<file path="src/core/tbs_pkg.sv">
// Constants shared by the tape byte serializer and deserializer.
package tbs_pkg;

  // Register offsets on the plain register port.
  localparam logic [2:0] OFS_READ_PORT   = 3'h0;
  localparam logic [2:0] OFS_WRITE_PORT  = 3'h1;
  localparam logic [2:0] OFS_CTRL        = 3'h2;
  localparam logic [2:0] OFS_STATUS_A    = 3'h3;
  localparam logic [2:0] OFS_KEYPAD      = 3'h4;
  localparam logic [2:0] OFS_EVENTS      = 3'h5;

  // Field positions in the control register.
  localparam int CTRL_DIR_WRITE_BIT      = 0;
  localparam int CTRL_WRITE_GATE_BIT     = 1;
  localparam int CTRL_MARK_GENERATE_BIT  = 2;

  // Field positions in the status and keypad registers.
  localparam int TIMER_DONE_BIT          = 0;
  localparam int LATCH_CLEAR_BIT         = 1;
  localparam int CARTRIDGE_ABSENT_BIT    = 6;

  // Field positions in the event register.
  localparam int EVT_WORD_REQUEST_BIT    = 0;
  localparam int EVT_RW_CTRL_LSB         = 1;
  localparam int EVT_STATUS_CTRL_LSB     = 3;
  localparam int EVT_WIDTH               = 7;

  // Values after reset.
  localparam logic       RST_DIR_WRITE   = 1'b1;
  localparam logic [7:0] RST_BYTE        = 8'h00;

  // Timer one-shot length and the width of its trigger pulse.
  localparam int CLK_MHZ                 = 50;
  localparam int TIMER_US                = 40;
  localparam int TIMER_CYC               = TIMER_US * CLK_MHZ;
  localparam logic [11:0] TIMER_CNT      = 12'(TIMER_CYC);
  localparam logic [2:0]  TRIG_PULSE_CNT = 3'h4;

endpackage : tbs_pkg

</file>
<file path="src/core/tbs_serdes.sv">
// Tape byte serializer and deserializer with write framing, timer and cartridge latch.
// Functional notes
// - Framing repeats eight bit clocks high then two low while writing.
// - Idle: write direction high, gate and marks low, framing low, clocks blocked.
// - Write gate rise: next bit clock arms and clears the cycle counter.
// - Second bit clock raises framing, releases counter, framing then holds.
// - Ones shift into the counter; tenth clock clears framing, cycle restarts.
// - Write strobe suppressed in the two low clocks, giving the character gap.
// - Write register loads the byte, shifts it out while framing is high.
// - Framing fall puts write register in load mode and requests a byte.
// - Gate lowered: finish the current cycle, then idle until it rises.
// - Reading: shared register shifts read data on strobes, byte to read port.
// - Shared register input is read data, or framing when writing.
// - Shared clock is read strobe or bit clock; write clocks only framing high.
// - Mark generation forces serial write data low.
// - Write strobe pulses on write register clock, or marks with timer pulse.
// - Timer pulse reaches write strobe only while generating marks.
// - Timer control idles high; read port read gives low pulse, 40 us one-shot.
// - One-shot output shows on status bit 0; low means interval done.
// - Cartridge removal sets a latch, shown as keypad status bit 6.
// - Toggling status bit 1 clears the cartridge latch.
// - Drive init output high on reset or while the cartridge latch is set.
// - Two read/write control lines and four status lines are event inputs.
`timescale 1ns/1ps
`default_nettype none

module tbs_serdes (
  input  wire logic       sys_clk_i,
  input  wire logic       arst_n_i,
  input  wire logic [2:0] reg_addr_i,
  input  wire logic [7:0] reg_wdata_i,
  input  wire logic       reg_we_i,
  input  wire logic       reg_re_i,
  output logic      [7:0] reg_rdata_o,
  input  wire logic       tape_bit_clock_i,
  input  wire logic       read_data_i,
  input  wire logic       read_strobe_i,
  input  wire logic       cart_switch_n_i,
  input  wire logic [1:0] rw_ctrl_i,
  input  wire logic [3:0] status_ctrl_i,
  output logic            write_data_o,
  output logic            write_strobe_o,
  output logic            framing_o,
  output logic            word_request_o,
  output logic            timer_ctrl_o,
  output logic            drive_init_o
);

  ////////////////////////////////////////////////////////////////////////////
  // State.

  typedef struct packed {
    // Input synchronizers and edge flops.
    logic        clk_s1;
    logic        clk_s2;
    logic        clk_s3;
    logic        rdat_s1;
    logic        rdat_s2;
    logic        rstb_s1;
    logic        rstb_s2;
    logic        rstb_s3;
    logic        cart_s1;
    logic        cart_s2;
    logic [5:0]  ctl_s1;
    logic [5:0]  ctl_s2;
    logic [5:0]  ctl_s3;

    // Software controls.
    logic        dir_write;
    logic        write_gate;
    logic        mark_generate;
    logic [7:0]  wbyte;
    logic        latch_clear;

    // Cartridge latch.
    logic        absent;

    // Write framing and shift registers.
    logic        arm;
    logic        framing;
    logic [7:0]  shared_sr;
    logic [7:0]  write_sr;

    // Head outputs and the word request.
    logic        wdata;
    logic        wstrobe;
    logic        request;

    // Event flags and timer.
    logic [6:0]  events;
    logic [2:0]  trig;
    logic [11:0] timer;

    // Read data and drive initialization.
    logic [7:0]  rdata;
    logic        init;
  } tbs_state_t;

  // Registered state and its next value.
  tbs_state_t st_q;
  tbs_state_t st_d;

  // Internal reset, released two clocks after the pin.
  logic       rst_s1_q;
  logic       rst_n_q;

  ////////////////////////////////////////////////////////////////////////////
  // Reset release.

  // Reset asserts at once and releases through two flops.
  always_ff @(posedge sys_clk_i or negedge arst_n_i) begin
    if (!arst_n_i) begin
      rst_s1_q <= 1'b0;
      rst_n_q  <= 1'b0;
    end else begin
      rst_s1_q <= 1'b1;
      rst_n_q  <= rst_s1_q;
    end
  end

  ////////////////////////////////////////////////////////////////////////////
  // Next state.

  always_comb begin
    logic       bit_edge;
    logic       strobe_edge;
    logic       gated_edge;
    logic [5:0] ctl_edge;
    logic [6:0] evt_set;
    logic [6:0] evt_clr;
    logic [7:0] shifted;
    logic       mark_pulse;
    logic       latch_toggle;

    bit_edge     = 1'b0;
    strobe_edge  = 1'b0;
    gated_edge   = 1'b0;
    ctl_edge     = '0;
    evt_set      = '0;
    evt_clr      = '0;
    shifted      = '0;
    mark_pulse   = 1'b0;
    latch_toggle = 1'b0;
    st_d         = st_q;

    // Two flops on every input from outside the clock domain.
    // Bit clock, with a third flop for its edge.
    st_d.clk_s1  = tape_bit_clock_i;
    st_d.clk_s2  = st_q.clk_s1;
    st_d.clk_s3  = st_q.clk_s2;

    // Serial read data.
    st_d.rdat_s1 = read_data_i;
    st_d.rdat_s2 = st_q.rdat_s1;

    // Read strobe, with a third flop for its edge.
    st_d.rstb_s1 = read_strobe_i;
    st_d.rstb_s2 = st_q.rstb_s1;
    st_d.rstb_s3 = st_q.rstb_s2;

    // Cartridge switch level.
    st_d.cart_s1 = cart_switch_n_i;
    st_d.cart_s2 = st_q.cart_s1;

    // Control lines, with a third flop for their edges.
    st_d.ctl_s1  = {status_ctrl_i, rw_ctrl_i};
    st_d.ctl_s2  = st_q.ctl_s1;
    st_d.ctl_s3  = st_q.ctl_s2;

    // Rising edges of the synchronized bit clock, strobe and control lines.
    bit_edge    = st_q.clk_s2 & ~st_q.clk_s3;
    strobe_edge = st_q.rstb_s2 & ~st_q.rstb_s3;
    ctl_edge    = st_q.ctl_s2 & ~st_q.ctl_s3;

    gated_edge = bit_edge & st_q.dir_write & st_q.framing;

    if (bit_edge && st_q.dir_write) begin
      shifted = {st_q.shared_sr[6:0], st_q.framing};
      if (st_q.arm) begin
        st_d.arm       = 1'b0;
        st_d.framing   = 1'b1;
        st_d.shared_sr = shifted;
      end else if (!st_q.framing) begin
        st_d.arm       = st_q.write_gate;
        st_d.shared_sr = '0;
      end else begin
        st_d.shared_sr = shifted;
        if (shifted[7]) begin
          st_d.framing = 1'b0;
        end
      end
    end

    // Strobes in write direction are ignored.
    // read deserializer.
    if (strobe_edge && !st_q.dir_write) begin
      st_d.shared_sr = {st_q.shared_sr[6:0], st_q.rdat_s2};
    end

    if (gated_edge) begin
      st_d.write_sr = {st_q.write_sr[6:0], 1'b0};
    end else if (!st_q.framing) begin
      st_d.write_sr = st_q.wbyte;
    end

    st_d.wdata = st_q.write_sr[7] & ~st_q.mark_generate;

    mark_pulse = st_q.mark_generate & (st_q.trig != '0);

    st_d.wstrobe = gated_edge | mark_pulse;

    st_d.request = st_q.framing & ~st_d.framing;
    evt_set[tbs_pkg::EVT_WORD_REQUEST_BIT] = st_d.request;

    evt_set[tbs_pkg::EVT_RW_CTRL_LSB +: 2]     = ctl_edge[1:0];
    evt_set[tbs_pkg::EVT_STATUS_CTRL_LSB +: 4] = ctl_edge[5:2];

    if (st_q.trig != '0) begin
      st_d.trig = st_q.trig - 3'h1;
    end

    // The one-shot runs down to zero, which reads as done.
    if (st_q.timer != '0) begin
      st_d.timer = st_q.timer - 12'h001;
    end

    // Register port writes.
    if (reg_we_i) begin
      unique case (reg_addr_i)
        tbs_pkg::OFS_WRITE_PORT: begin
          // Byte for the next frame.
          st_d.wbyte = reg_wdata_i;
        end

        tbs_pkg::OFS_CTRL: begin
          st_d.dir_write     = reg_wdata_i[tbs_pkg::CTRL_DIR_WRITE_BIT];
          st_d.write_gate    = reg_wdata_i[tbs_pkg::CTRL_WRITE_GATE_BIT];
          st_d.mark_generate = reg_wdata_i[tbs_pkg::CTRL_MARK_GENERATE_BIT];
        end

        tbs_pkg::OFS_STATUS_A: begin
          st_d.latch_clear = reg_wdata_i[tbs_pkg::LATCH_CLEAR_BIT];
          latch_toggle     = st_d.latch_clear != st_q.latch_clear;
          if (latch_toggle) begin
            st_d.absent = 1'b0;
          end
        end

        tbs_pkg::OFS_EVENTS: begin
          // Writing ones clears event flags.
          evt_clr = reg_wdata_i[6:0];
        end

        default: ;
      endcase
    end

    if (!st_q.cart_s2) begin
      st_d.absent = 1'b1;
    end

    // Event flags: a new event wins over a software clear.
    st_d.events = (st_q.events & ~evt_clr) | evt_set;

    // Register port reads; data stand for one cycle, then zero.
    st_d.rdata = '0;
    if (reg_re_i) begin
      unique case (reg_addr_i)
        tbs_pkg::OFS_READ_PORT: begin
          st_d.rdata = st_q.shared_sr;
          st_d.trig  = tbs_pkg::TRIG_PULSE_CNT;
          st_d.timer = tbs_pkg::TIMER_CNT;
        end

        tbs_pkg::OFS_WRITE_PORT: begin
          // The held write byte reads back.
          st_d.rdata = st_q.wbyte;
        end

        tbs_pkg::OFS_CTRL: begin
          // Control bits read back.
          st_d.rdata[tbs_pkg::CTRL_DIR_WRITE_BIT]     = st_q.dir_write;
          st_d.rdata[tbs_pkg::CTRL_WRITE_GATE_BIT]    = st_q.write_gate;
          st_d.rdata[tbs_pkg::CTRL_MARK_GENERATE_BIT] = st_q.mark_generate;
        end

        tbs_pkg::OFS_STATUS_A: begin
          st_d.rdata[tbs_pkg::TIMER_DONE_BIT]  = st_q.timer != '0;
          st_d.rdata[tbs_pkg::LATCH_CLEAR_BIT] = st_q.latch_clear;
        end

        tbs_pkg::OFS_KEYPAD: begin
          st_d.rdata[tbs_pkg::CARTRIDGE_ABSENT_BIT] = st_q.absent;
        end

        tbs_pkg::OFS_EVENTS: begin
          // Pending event flags.
          st_d.rdata = {1'b0, st_q.events};
        end

        default: ;
      endcase
    end

    st_d.init = st_q.absent;
  end

  ////////////////////////////////////////////////////////////////////////////
  // State register.

  // Reset returns the write control to its idle state.
  always_ff @(posedge sys_clk_i or negedge rst_n_q) begin
    if (!rst_n_q) begin
      st_q           <= '0;
      st_q.cart_s1   <= 1'b1;
      st_q.cart_s2   <= 1'b1;
      st_q.dir_write <= tbs_pkg::RST_DIR_WRITE;
      st_q.wbyte     <= tbs_pkg::RST_BYTE;
      st_q.init      <= 1'b1;
    end else begin
      st_q <= st_d;
    end
  end

  ////////////////////////////////////////////////////////////////////////////
  // Outputs.

  // Read data, one cycle after the read strobe.
  assign reg_rdata_o    = st_q.rdata;

  // Serial write data to the head.
  assign write_data_o   = st_q.wdata;

  // Write strobe to the head.
  assign write_strobe_o = st_q.wstrobe;

  // Framing waveform.
  assign framing_o      = st_q.framing;

  // One-cycle request for the next byte.
  assign word_request_o = st_q.request;

  // Timer control, low while the trigger pulse runs.
  assign timer_ctrl_o   = st_q.trig == '0;

  // Drive initialization level.
  assign drive_init_o   = st_q.init;

endmodule : tbs_serdes

`default_nettype wire

</file>
<file path="config.mk">
export PLATFORM = sky130hd
export DESIGN_NAME = tbs_serdes
export DESIGN_NICKNAME = d
export VERILOG_FILES = /design/src/core/tbs_pkg.sv /design/src/core/tbs_serdes.sv
export SDC_FILE = /design/constraint.sdc
export NUM_CORES = 1
export LEC_CHECK = 0
export BUFFER_PORTS_ARGS = -buffer_cell sky130_fd_sc_hd__buf_2
export CORE_ASPECT_RATIO = 1.75
export CORE_MARGIN = 3
export CORE_UTILIZATION = 60
export CTS_BUF_LIST = sky130_fd_sc_hd__clkbuf_4
export DETAILED_ROUTE_END_ITERATION = 16
export HOLD_SLACK_MARGIN = 0.08
export PLACE_DENSITY = 0.91
export SETUP_SLACK_MARGIN = 0.4
export SLEW_MARGIN = 20
export SYNTH_ARGS = -nofsm -noshare
export SYNTH_HDL_FRONTEND = slang
export SYNTH_SLANG_ARGS = --single-unit
</file>
<file path="constraint.sdc">
create_clock -name sys_clk_i -period 4 [get_ports sys_clk_i]
set_input_delay 0.6 -clock sys_clk_i [delete_from_list [all_inputs] [get_ports sys_clk_i]]
set_output_delay 0.6 -clock sys_clk_i [all_outputs]
set_load 0.05 [all_outputs]
</file>
* Yosys cells after proc, flatten, opt, wreduce, memory -nomap -nowiden
Index checks and enable logic that the tools add are counted.
** Storage, ports and cells
- Register bits after elaboration :: 95
- Input port bits :: 25
- Output and inout port bits :: 14
- Logic and storage cells :: 98
** Operators by class
- $add $sub $neg :: 2
- Equal/unequal tests :: 10
- Multiplexer cells :: 24
- Bitwise logic cells :: 17
- Reductions and logical operators :: 12
** Operators with widths (number)
- 8-bit 2-to-1 mux :: 4
- 23-bit 2-to-1 mux :: 1
- 15-bit 2-to-1 mux :: 1
- 7-bit 2-to-1 mux :: 2
- 12-bit 2-to-1 mux :: 1
- 12-bit nonzero test :: 1
- 12-bit by 1-bit subtractor with 12-bit output (second input constant) :: 1
- 10-bit 2-to-1 mux :: 1
- 2-bit one-hot mux with 5 select lines :: 1
- 9-bit 2-to-1 mux :: 1
- 3-bit one-hot mux with 3 select lines :: 1
- 1-bit one-hot mux with 4 select lines :: 2
- 1-bit AND :: 7
- 7-bit AND :: 1
- 1-bit 2-to-1 mux :: 7
- 7-bit inverter :: 1
- 7-bit OR :: 1
- 6-bit AND :: 1
- 3-bit by 2-bit == test with 1-bit output (second input constant) :: 2
- 3-bit == test (second input constant) :: 2
- 3-bit zero test :: 2
- 2-bit by 1-bit inequality test with 1-bit output (second input constant) :: 3
- 6-bit inverter :: 1
- 2-bit AND reduction :: 3
- other kinds (13) :: 17

* Longest topological paths before layout
Gate-level depths: netlist of run 1.
- Word-level depth :: 7
- Mapped depth :: 7
- Depth with buffers taken out :: 6

* Worst setup path after synthesis of run 1
No wires, ideal clock.
- Path type :: register -> output
- Start point :: register st_q[21] (netlist bit)
- End point :: output port timer_ctrl_o
- Data arrival time :: 1094 ps
- Required time :: 3400 ps
- Path slack :: 2306 ps
- Cell stages (with the launch flop) :: 4
- Buffers on the path :: 0
- Cells stage by stage :: dfrtp_1 > inv_1 > ha_1 > ha_1
** On the way
- Word-level cells in the longest chain between the ends :: 1
** Ends and longest elaborated chain
- start: declaration :: line tbs_serdes.sv:100 : tbs_state_t st_q;
- start signal: assignment :: line tbs_serdes.sv:321 : st_q <= st_d;
- 3-bit zero test :: line tbs_serdes.sv:344 : assign timer_ctrl_o = st_q.trig == '0;
- end: declaration :: line tbs_serdes.sv:45 : output logic timer_ctrl_o,
Every way passes these cells.

* Worst setup path in the final report of run 1
Same ends and word-level chain as after synthesis.

==> results.txt, run 1 <==
area grow syn2layout - 9.26%
count of cell types in the netlist - 48
post-synthesis cell area - 3780 um^2
GRT Util Overall - 0.210
number of nets still failing antenna checks after routing - 0
final setup fails - 0
# hold bufs at CTS - 1
Max Transition Viols Final - 0
Clock Tree Root - clkbuf_4
IO Pins - 39
GP Congestion - 0.805
CTS tree - yes
sequential-to-total area share from yosys stat - 0.630
Storage cell area - 2390 um^2
# nets final - 371
Primary FF master, synth - dfrtp_1
HP Class - in2reg
first-iteration detailed-routing DRC count - 174
worst skew pair latency - 0.44 ns
Via density - 5.71
area of the multi-input gates - 1250 um^2
die width - 66.0 um
syn avg cell area - 12.3 um^2
vias in the first global route - 2,483
synth warn - 0
Worst-path clk slew - 0.12 ns
grt total ovfl - 0
largest net degree at the start of global routing - 57
minimum clock period after layout - 2.22 ns
PwrDens - 585 nW/um^2
# Post-CTS Setup Buffers - 0
via count - 2,422
first-pass GRT wire length - 11,600 um
maximum clock frequency - 450 MHz
ant diodes - 0
total core area - 6020 um^2
clk buf depth - 2
clock sink count - 95
Die ar. - 7330 um^2
endpoints failing hold - 0
Layout fillers - 437
kind of critical path - reg2out
Worst setup SP type - register
share of cells above drive strength 1 - 0.205
hold slack final - 0.260 ns
post_cts resized - 0
Worst EP arrival - 1.62 ns
Routed WL per cell - 15.9 um
setup_tns - 0 ns
Port Buf Inserts - 38
status - completed
leakage - 1.91 nW
initial antenna violation count - 0
Mapped Nets - 337
DRT Wirelength - 6750 um
Post-synth EDFFs - 0
Initial Util - 0.628
ys async rst share - 1.00
number of synthesized register bits - 95
CP endpoint kind - output port
Worst Clk Skew - 0.0195 ns
unrepaired setup endpoints after global routing - no
DP Wirelength - 4940 um
Pre-Repair DR Iteration Count - 4
Crit Path Max Fanout - 5
Max Cap Viol - 0
Worst-Margin Slew - 0.701 ns
Worst EP required - 3.40 ns
H-tree depth - 3
Site Rows - 37
die height - 111 um
worst vdd rail ir drop - 0.350 mV
drc violations - 0
total CTS buffers - 9
final worst path period share - 0.555
Syn Inst Count - 307
slew margin rel. - 0.533
## state kept, by name, indices dropped and copies added, names as in the netlist
| name | count |
|---|---|
| framing_o | 1 |
| rst_s1_q | 1 |
| st_d | 19 |
| write_strobe_o | 1 |
| word_request_o | 1 |
| write_data_o | 1 |
| drive_init_o | 1 |
| reg_rdata_o | 8 |
| st_q | 61 |
| rst_n_q | 1 |
## worst paths after layout
check	startpoint	slack, ns	to	depth (start not counted)
worst max-delay path	st_q[21]$_DFF_PN0_	1.78	timer_ctrl_o	4
worst min-delay path	cart_switch_n_i	0.26	st_d[83]$_DFF_PN1_	1
worst max register to register	st_q[9]$_DFF_PN0_	2.03	reg_rdata_o[0]$_DFF_PN0_	6
worst min register to register	st_d[72]$_DFF_PN0_	0.36	st_d[66]$_DFF_PN0_	0
max in group asynchronous	rst_n_q$_DFF_PN0_	2.64	st_q[83]$_DFF_PN1_	1
min in group asynchronous	rst_n_q$_DFF_PN0_	0.39	st_d[75]$_DFF_PN0_	0
## cell families (layout without fill, tap and decap cells)
kind of cell,count (synthesis),after routing,share of synthesized area
fa+ha+maj,5,5,0.0165
simple gates,98,98,0.140
flops,95,95,0.630
mux,21,21,0.0635
other cells,1,1,0.000991
compound gates,48,48,0.0906
buf+inv,31,70,0.0397
xor+xnor,8,8,0.0185
## layer usage
layer / track usage / routed length (um)
met4: 0.107 / 250
met2: 0.338 / 3690
met1: 0.253 / 2550
met5: 0 / 0
met3: 0.0578 / 255
## through the flow
stage	utilization	std cells	setup WS (ns)	total power [mW]	area (um^2)
after floorplan	-	307	1.16	1.77	3780
after detailed placement	0.662	407	1.97	1.93	3980
after global routing	0.687	424	1.66	2.57	4130
after CTS	0.687	424	1.74	2.43	4130
after global placement	0.662	407	2.03	1.89	3980
final	0.687	424	1.78	2.42	4130
## layout by cell type, fill, tap and decap left out, types with 2 or more instances in the layout
cell / count
dfrtp_1: 90
buf_2: 38
nand2_1: 33
nor2_1: 19
inv_1: 14
a22o_1: 14
clkbuf_4: 14
mux2_1: 10
nand3_1: 8
a31oi_1: 7
nor3_1: 6
xnor2_1: 6
mux2i_1: 6
o21ai_0: 5
ha_1: 5
nand2b_1: 4
a21oi_1: 4
or3_1: 4
o21ai_1: 4
nor2b_1: 4
mux2_2: 4
a22oi_1: 4
dfstp_2: 4
nor4_2: 3
nor3b_1: 3
xor2_1: 2
and3_1: 2
a211oi_1: 2
o32ai_1: 2
nand3b_1: 2
and4b_1: 2
## cell usage after synthesis (all sizes together) (5+ instances only)
library cell  number  area (um^2)
clkbuf             6         22.5
buf               11         75.1
mux2              14          158
mux2i              6         60.1
a31oi              7         43.8
a22o              14          123
inv               14         52.6
o21ai              9         45.0
nor3               7         40.0
nor2              19         71.3
xnor2              6         52.6
or3                5         36.3
ha                 5         62.6
nand3              8         40.0
dfrtp             91         2280
nand2             33          124
## critical path, stage by stage, from the launching register on
cell	delay, ns
dfrtp_1	0.41
inv_1	0.06
ha_1	0.16
ha_1	0.26
buf_2	0.30
## area by class of cell
cell class | instances | share of cell area
Multi-Input combinational cell | 181 | 0.302
Inverter | 14 | 0.0127
Clock buffer | 14 | 0.0254
Sequential cell | 95 | 0.577
Tap cell | 78 | 0.0236
Timing Repair Buffer | 40 | 0.0503
Clock inverter | 2 | 0.00817
## report_power, final
group	total (mW)	internal, mW	switching, mW
sequential	1.36	1.16	0.196
clock	0.509	0.225	0.284
combinational	0.552	0.235	0.317
total	2.42	1.62	0.797
Power figures use the tool's default switching activity.
==> inputs of run 2 (changes only) <==
==> constraint.sdc (replaced) <==
create_clock -name sys_clk_i -period 2.3 [get_ports sys_clk_i]
set_input_delay 0.345 -clock sys_clk_i [delete_from_list [all_inputs] [get_ports sys_clk_i]]
set_output_delay 0.345 -clock sys_clk_i [all_outputs]
set_load 0.05 [all_outputs]
==> run 2 against run 1 <==
  * Global-route usage rose by 0.70 points
  * Hold slack got worse by 0.13 ns
  * Die area did not move
  * Critical endpoint unchanged
  * Design area rose by 3.6%
==> results.txt, run 2 (synthesis gave the netlist of run 1 again) <==
kind of critical path - reg2out
Worst EP required - 1.96 ns
GRT Util Overall - 0.217
Die ar. - 7330 um^2
DRT Wirelength - 6960 um
minimum clock period after layout - 1.85 ns
total power - 4.22 mW
leakage - 1.97 nW
Max Cap Viol - 0
DP Wirelength - 5040 um
grt total ovfl - 0
largest net degree at the start of global routing - 44
clock sink count - 95
setup_tns - 0 ns
die width - 66.0 um
Worst-Margin Slew - 0.574 ns
Worst-path clk slew - 0.13 ns
worst skew pair latency - 0.44 ns
clk buf depth - 2
largest register by flop count - st_q
CP cell instances - inv_1, ha_1, ha_2, buf_6
Max Transition Viols Final - 0
GP Congestion - 0.809
vias in the first global route - 2,583
first-pass GRT wire length - 11,900 um
slew margin rel. - 0.616
PwrDens - 985 nW/um^2
Slowest-stage cell, CP - dfrtp_1
Crit Path Max Fanout - 5
Worst setup SP type - register
HP Class - in2reg
endpoints failing hold - 0
Post-Layout Cell Count - 437
H-tree depth - 3
total CTS buffers - 9
IO Pins - 39
Final Core Density - 0.711
Site Rows - 37
number of nets still failing antenna checks after routing - 0
Routed WL per cell - 15.9 um
ant diodes - 0
Initial Util - 0.628
share of cells above drive strength 1 - 0.212
Pre-Repair DR Iteration Count - 4
final setup fails - 0
# Post-CTS Setup Buffers - 0
initial antenna violation count - 0
most frequent cells in the layout - dfrtp_1, buf_2, nand2_1
most common cell after layout, fill and taps aside - dfrtp_1
CP endpoint kind - output port
total core area - 6020 um^2
Port Buf Inserts - 38
max reg flops - 61
CTS tree - yes
first-iteration detailed-routing DRC count - 114
via count - 2,428
# nets final - 384
die height - 111 um
CP max stage delay - 0.41 ns
hold slack final - 0.134 ns
Via density - 5.56
maximum clock frequency - 541 MHz
unrepaired setup endpoints after global routing - yes
Worst EP arrival - 1.50 ns
worst vdd rail ir drop - 0.659 mV
Clock Tree Root - clkbuf_4
Placed Cells - 410
area grow syn2layout - 13.2%
Worst Clk Skew - 0.0160 ns
status - completed
drc violations - 0
final worst path period share - 0.804
[run 2: changes by cell type in the layout (fill, tap and decap cells not counted), sizes merged]
cell	previous run	this run
dlygate4sd3	1	11
clkbuf	14	10
clkinv	1	5
buf	39	42
[run 2: repair_timing]
item                                    in CTS  in global routing
endpoints found under the setup margin       2                  4
hold buffers                                11                  0
resized for setup                            3                  3
endpoints found under the hold margin       12                  0
[run 2: path summary, 6_finish.rpt]
check | to | cells past startpoint | startpoint | slack, ns
min in group asynchronous | rst_n_q$_DFF_PN0_ | 2 | arst_n_i | 0.22
setup / recovery | timer_ctrl_o | 4 | st_q[21]$_DFF_PN0_ | 0.45
max in group asynchronous | st_q[83]$_DFF_PN1_ | 1 | rst_n_q$_DFF_PN0_ | 1.41
hold / removal | st_q[61]$_DFFE_PN0P_ | 2 | reg_wdata_i[7] | 0.13
hold reg to reg | st_q[48]$_DFFE_PN0P_ | 0 | rst_n_q$_DFF_PN0_ | 0.27
setup reg to reg | st_q[14]$_DFF_PN0_ | 4 | st_q[11]$_DFF_PN0_ | 0.53
[run 2: area by class of cell]
class,instances,area [um^2]
clock buffers,10,75.1
fillers,450,1740
clock inverters,6,52.6
repair buffers,53,349
flip-flops and latches,95,2390
multi-input cells,181,1270
well taps,78,97.6
inverters,14,52.6
[run 2: stage by stage]
stage / worst slack [ns] / instance area, um^2
final: 0.450 / 4280
after global routing: 0.342 / 4280
after CTS: 0.407 / 4270
after detailed placement: 0.459 / 4020
after global placement: 0.531 / 4020
after floorplan: 0.654 / 3780
[run 2: where the power goes]
part / internal, mW / total [mW] / switching (mW)
Clock: 0.332 / 0.835 / 0.503
Combinational: 0.447 / 1.01 / 0.567
Sequential: 2.02 / 2.37 / 0.346
[run 2: critical path: cells and delay by family (launching register included)]
family / cells / cell delay [ns]
buffers and inverters: 2 / 0.24
adders and majority gates: 2 / 0.42
DFF: 1 / 0.41
[run 2: layer usage]
metal  track usage  share of wire  vias up  wire, um
met5             0              0        -         0
met4         0.115          0.038        0       264
met3        0.0527          0.030       17       208
met2         0.364           0.55       50      3840
met1         0.248           0.38     1208      2650
li1              -              -     1153         -
==> inputs of run 3 (changes only) <==
--- a/config.mk
+++ b/config.mk
@@ -5,14 +5,15 @@
 export SDC_FILE = /design/constraint.sdc
 export NUM_CORES = 1
 export LEC_CHECK = 0
+export ABC_AREA = 1
 export BUFFER_PORTS_ARGS = -buffer_cell sky130_fd_sc_hd__buf_2
 export CORE_ASPECT_RATIO = 1.75
 export CORE_MARGIN = 3
-export CORE_UTILIZATION = 60
+export CORE_UTILIZATION = 61
 export CTS_BUF_LIST = sky130_fd_sc_hd__clkbuf_4
 export DETAILED_ROUTE_END_ITERATION = 16
 export HOLD_SLACK_MARGIN = 0.08
-export PLACE_DENSITY = 0.91
+export PLACE_DENSITY = 0.92
 export SETUP_SLACK_MARGIN = 0.4
 export SLEW_MARGIN = 20
 export SYNTH_ARGS = -nofsm -noshare
==> constraint.sdc (replaced) <==
create_clock -name sys_clk_i -period 1.8 [get_ports sys_clk_i]
set_input_delay 0.27 -clock sys_clk_i [delete_from_list [all_inputs] [get_ports sys_clk_i]]
set_output_delay 0.27 -clock sys_clk_i [all_outputs]
set_load 0.05 [all_outputs]
==> run 3 against run 2 <==
  * Design area rose by 9.8%
  * Sequential share of layout area is 5.0 points lower
  * Critical path depth unchanged
  * First-iteration DRC count rose to 2.9 times the previous value
  * Sequential power rose by 18%
  * Die area increased by 0.83%
  * Clock skew is 0.00066 ns higher
  * Synthesized cell count up 33%
  * Critical endpoint unchanged
  * Highest routed layer unchanged
==> results.txt, run 3 <==
syn avg cell area - 9.51 um^2
first-iteration detailed-routing DRC count - 327
Post-Synth Simple-Gate Area - 0.184
r2r setup slk - 0.36 ns
Post-Layout Cell Count - 560
HP Class - in2reg
total power - 5.52 mW
Placed Cells - 517
Synth area leader - dfrtp_1
worst skew pair latency - 0.43 ns
count of cell types in the netlist - 26
hold slack final - 0.114 ns
worst vdd rail ir drop - 0.685 mV
minimum clock period after layout - 1.64 ns
first-pass GRT wire length - 14,100 um
Critical Path Most Common Cell - ha_4
endpoints failing hold - 0
Site Rows - 37
initial antenna violation count - 0
Worst EP required - 1.53 ns
setup_tns - 0 ns
r2r endpoint - st_q[17]$_DFF_PN0_
via count - 3,164
multiplexer area fraction after synthesis - 0
Worst setup SP type - register
grt total ovfl - 0
Worst Clk Skew - 0.0167 ns
post-synth top area share - 0.587
final setup fails - 0
Via density - 5.65
number of nets still failing antenna checks after routing - 0
Synth Area in XOR/XNOR - 0.00451
# nets final - 507
Worst-Margin Slew - 0.543 ns
Mapped Nets - 438
unrepaired setup endpoints after global routing - yes
die width - 66.3 um
CP cell instances - inv_2, ha_4, ha_4, buf_8
count leader, synth - nand2_1
sequential-to-total area share from yosys stat - 0.614
Layout fillers - 371
clk buf depth - 2
reg2reg start - st_q[9]$_DFF_PN0_
total CTS buffers - 9
Crit Path Max Fanout - 3
Max Transition Viols Final - 0
top post-synthesis cells by area - dfrtp_1, nand2_1, inv_1
GP Congestion - 0.967
drc violations - 0
PwrDens - 1170 nW/um^2
share of cells above drive strength 1 - 0.280
Primary FF master, synth - dfrtp_1
max reg flops - 61
Post-synth EDFFs - 0
vias in the first global route - 3,101
GRT Util Overall - 0.254
clock sink count - 95
largest family of logic cells by synthesized area - simple AND/OR/NAND/NOR gates
CP endpoint kind - output port
area grow syn2layout - 21.1%
Slowest-stage cell, CP - dfrtp_1
synth warn - 0
largest register by flop count - st_q
Initial Util - 0.645
DP Wirelength - 6080 um
most common cell after layout, fill and taps aside - dfrtp_1
Storage cell area - 2390 um^2
kind of critical path - reg2out
H-tree depth - 3
final worst path period share - 0.913
CTS tree - yes
hold path depth - 3
Die ar. - 7390 um^2
Syn Inst Count - 408
Worst-path clk slew - 0.14 ns
hold path startpoint - reg_wdata_i[6]
number of synthesized register bits - 95
Compound-Gate Fraction of Synth Area - 0.0932
maximum clock frequency - 609 MHz
DRT Wirelength - 9100 um
ant diodes - 0
CP max stage delay - 0.42 ns
most frequent cells in the layout - dfrtp_1, nand2_1, inv_1
IO Pins - 39
Port Buf Inserts - 38
Routed WL per cell - 16.3 um
hold path endpoint - st_q[60]$_DFFE_PN0P_
status - completed
slew margin rel. - 0.638
total core area - 6020 um^2
leakage - 2.30 nW
die height - 112 um
ys async rst share - 1.00
adder-cell share of the synthesized area - 0.0161
Clock Tree Root - clkbuf_4
Worst EP arrival - 1.37 ns
Max Cap Viol - 0
Pre-Repair DR Iteration Count - 5
largest net degree at the start of global routing - 44
area of the multi-input gates - 1370 um^2
Post-synth top cells - nand2_1, dfrtp_1, inv_1
post-synthesis cell area - 3880 um^2
worst r2r path cells - 8
-- run 3: critical path, delay by kind of cell, from the launching register on --
kind | cells | cell delay [ns]
fa+ha+maj | 2 | 0.30
flops | 1 | 0.42
buf+inv | 2 | 0.22
-- run 3: timing repair --
item,CTS,global route
pin swaps,3,11
cloned,1,0
endpoints found under the hold margin,14,0
hold buffers,13,0
gates resized for setup,25,38
buffers inserted,6,7
endpoints found under the setup margin,23,22
-- run 3: area by class of cell --
type,count,area share
sequential,95,0.508
multi-input combinational,239,0.292
clock inverter,5,0.00559
tap,78,0.0208
timing repair buffer,69,0.105
clock buffer,11,0.0176
inverter,63,0.0509
-- run 3: power breakdown --
part	total (mW)	switching, mW	internal (mW)
clock	0.959	0.653	0.306
sequential	2.80	0.272	2.53
combinational	1.76	1.10	0.666
-- run 3: through the flow --
step | utilization | worst slack, ns | instance area [um^2]
6_report | 0.781 | 0.157 | 4700
5_1_grt | 0.781 | 0.0953 | 4700
4_1_cts | 0.749 | 0.130 | 4510
3_5_place_dp | 0.686 | 0.136 | 4130
3_3_place_gp | 0.686 | 0.276 | 4130
2_1_floorplan | - | 0.481 | 3890
-- run 3: worst max path at each step --
stage / start / slack (ns) / to
2_1_floorplan: st_q[9]$_DFF_PN0_ / 0.48 / st_q[13]$_DFF_PN0_
3_3_place_gp: st_q[9]$_DFF_PN0_ / 0.28 / st_q[19]$_DFF_PN0_
4_1_cts: st_q[21]$_DFF_PN0_ / 0.13 / timer_ctrl_o
5_1_grt: st_q[22]$_DFF_PN0_ / 0.1 / timer_ctrl_o
6_report: st_q[22]$_DFF_PN0_ / 0.16 / timer_ctrl_o
3_5_place_dp: st_q[9]$_DFF_PN0_ / 0.14 / st_q[16]$_DFF_PN0_
-- run 3: logic make-up (layout without fill, tap and decap cells) --
family          Yosys count  count (layout)
compound gates           62              62
simple gates            168             169
other cells               1               1
fa+ha+maj                 5               5
buf+inv                  75             148
flops                    95              95
xor+xnor                  2               2
-- run 3: layer usage --
layer	vias up	track usage	part of all wire
li1	1427	-	-
met2	179	0.424	0.51
met3	55	0.0595	0.067
met5	-	0	0
met4	0	0.156	0.059
met1	1503	0.284	0.36
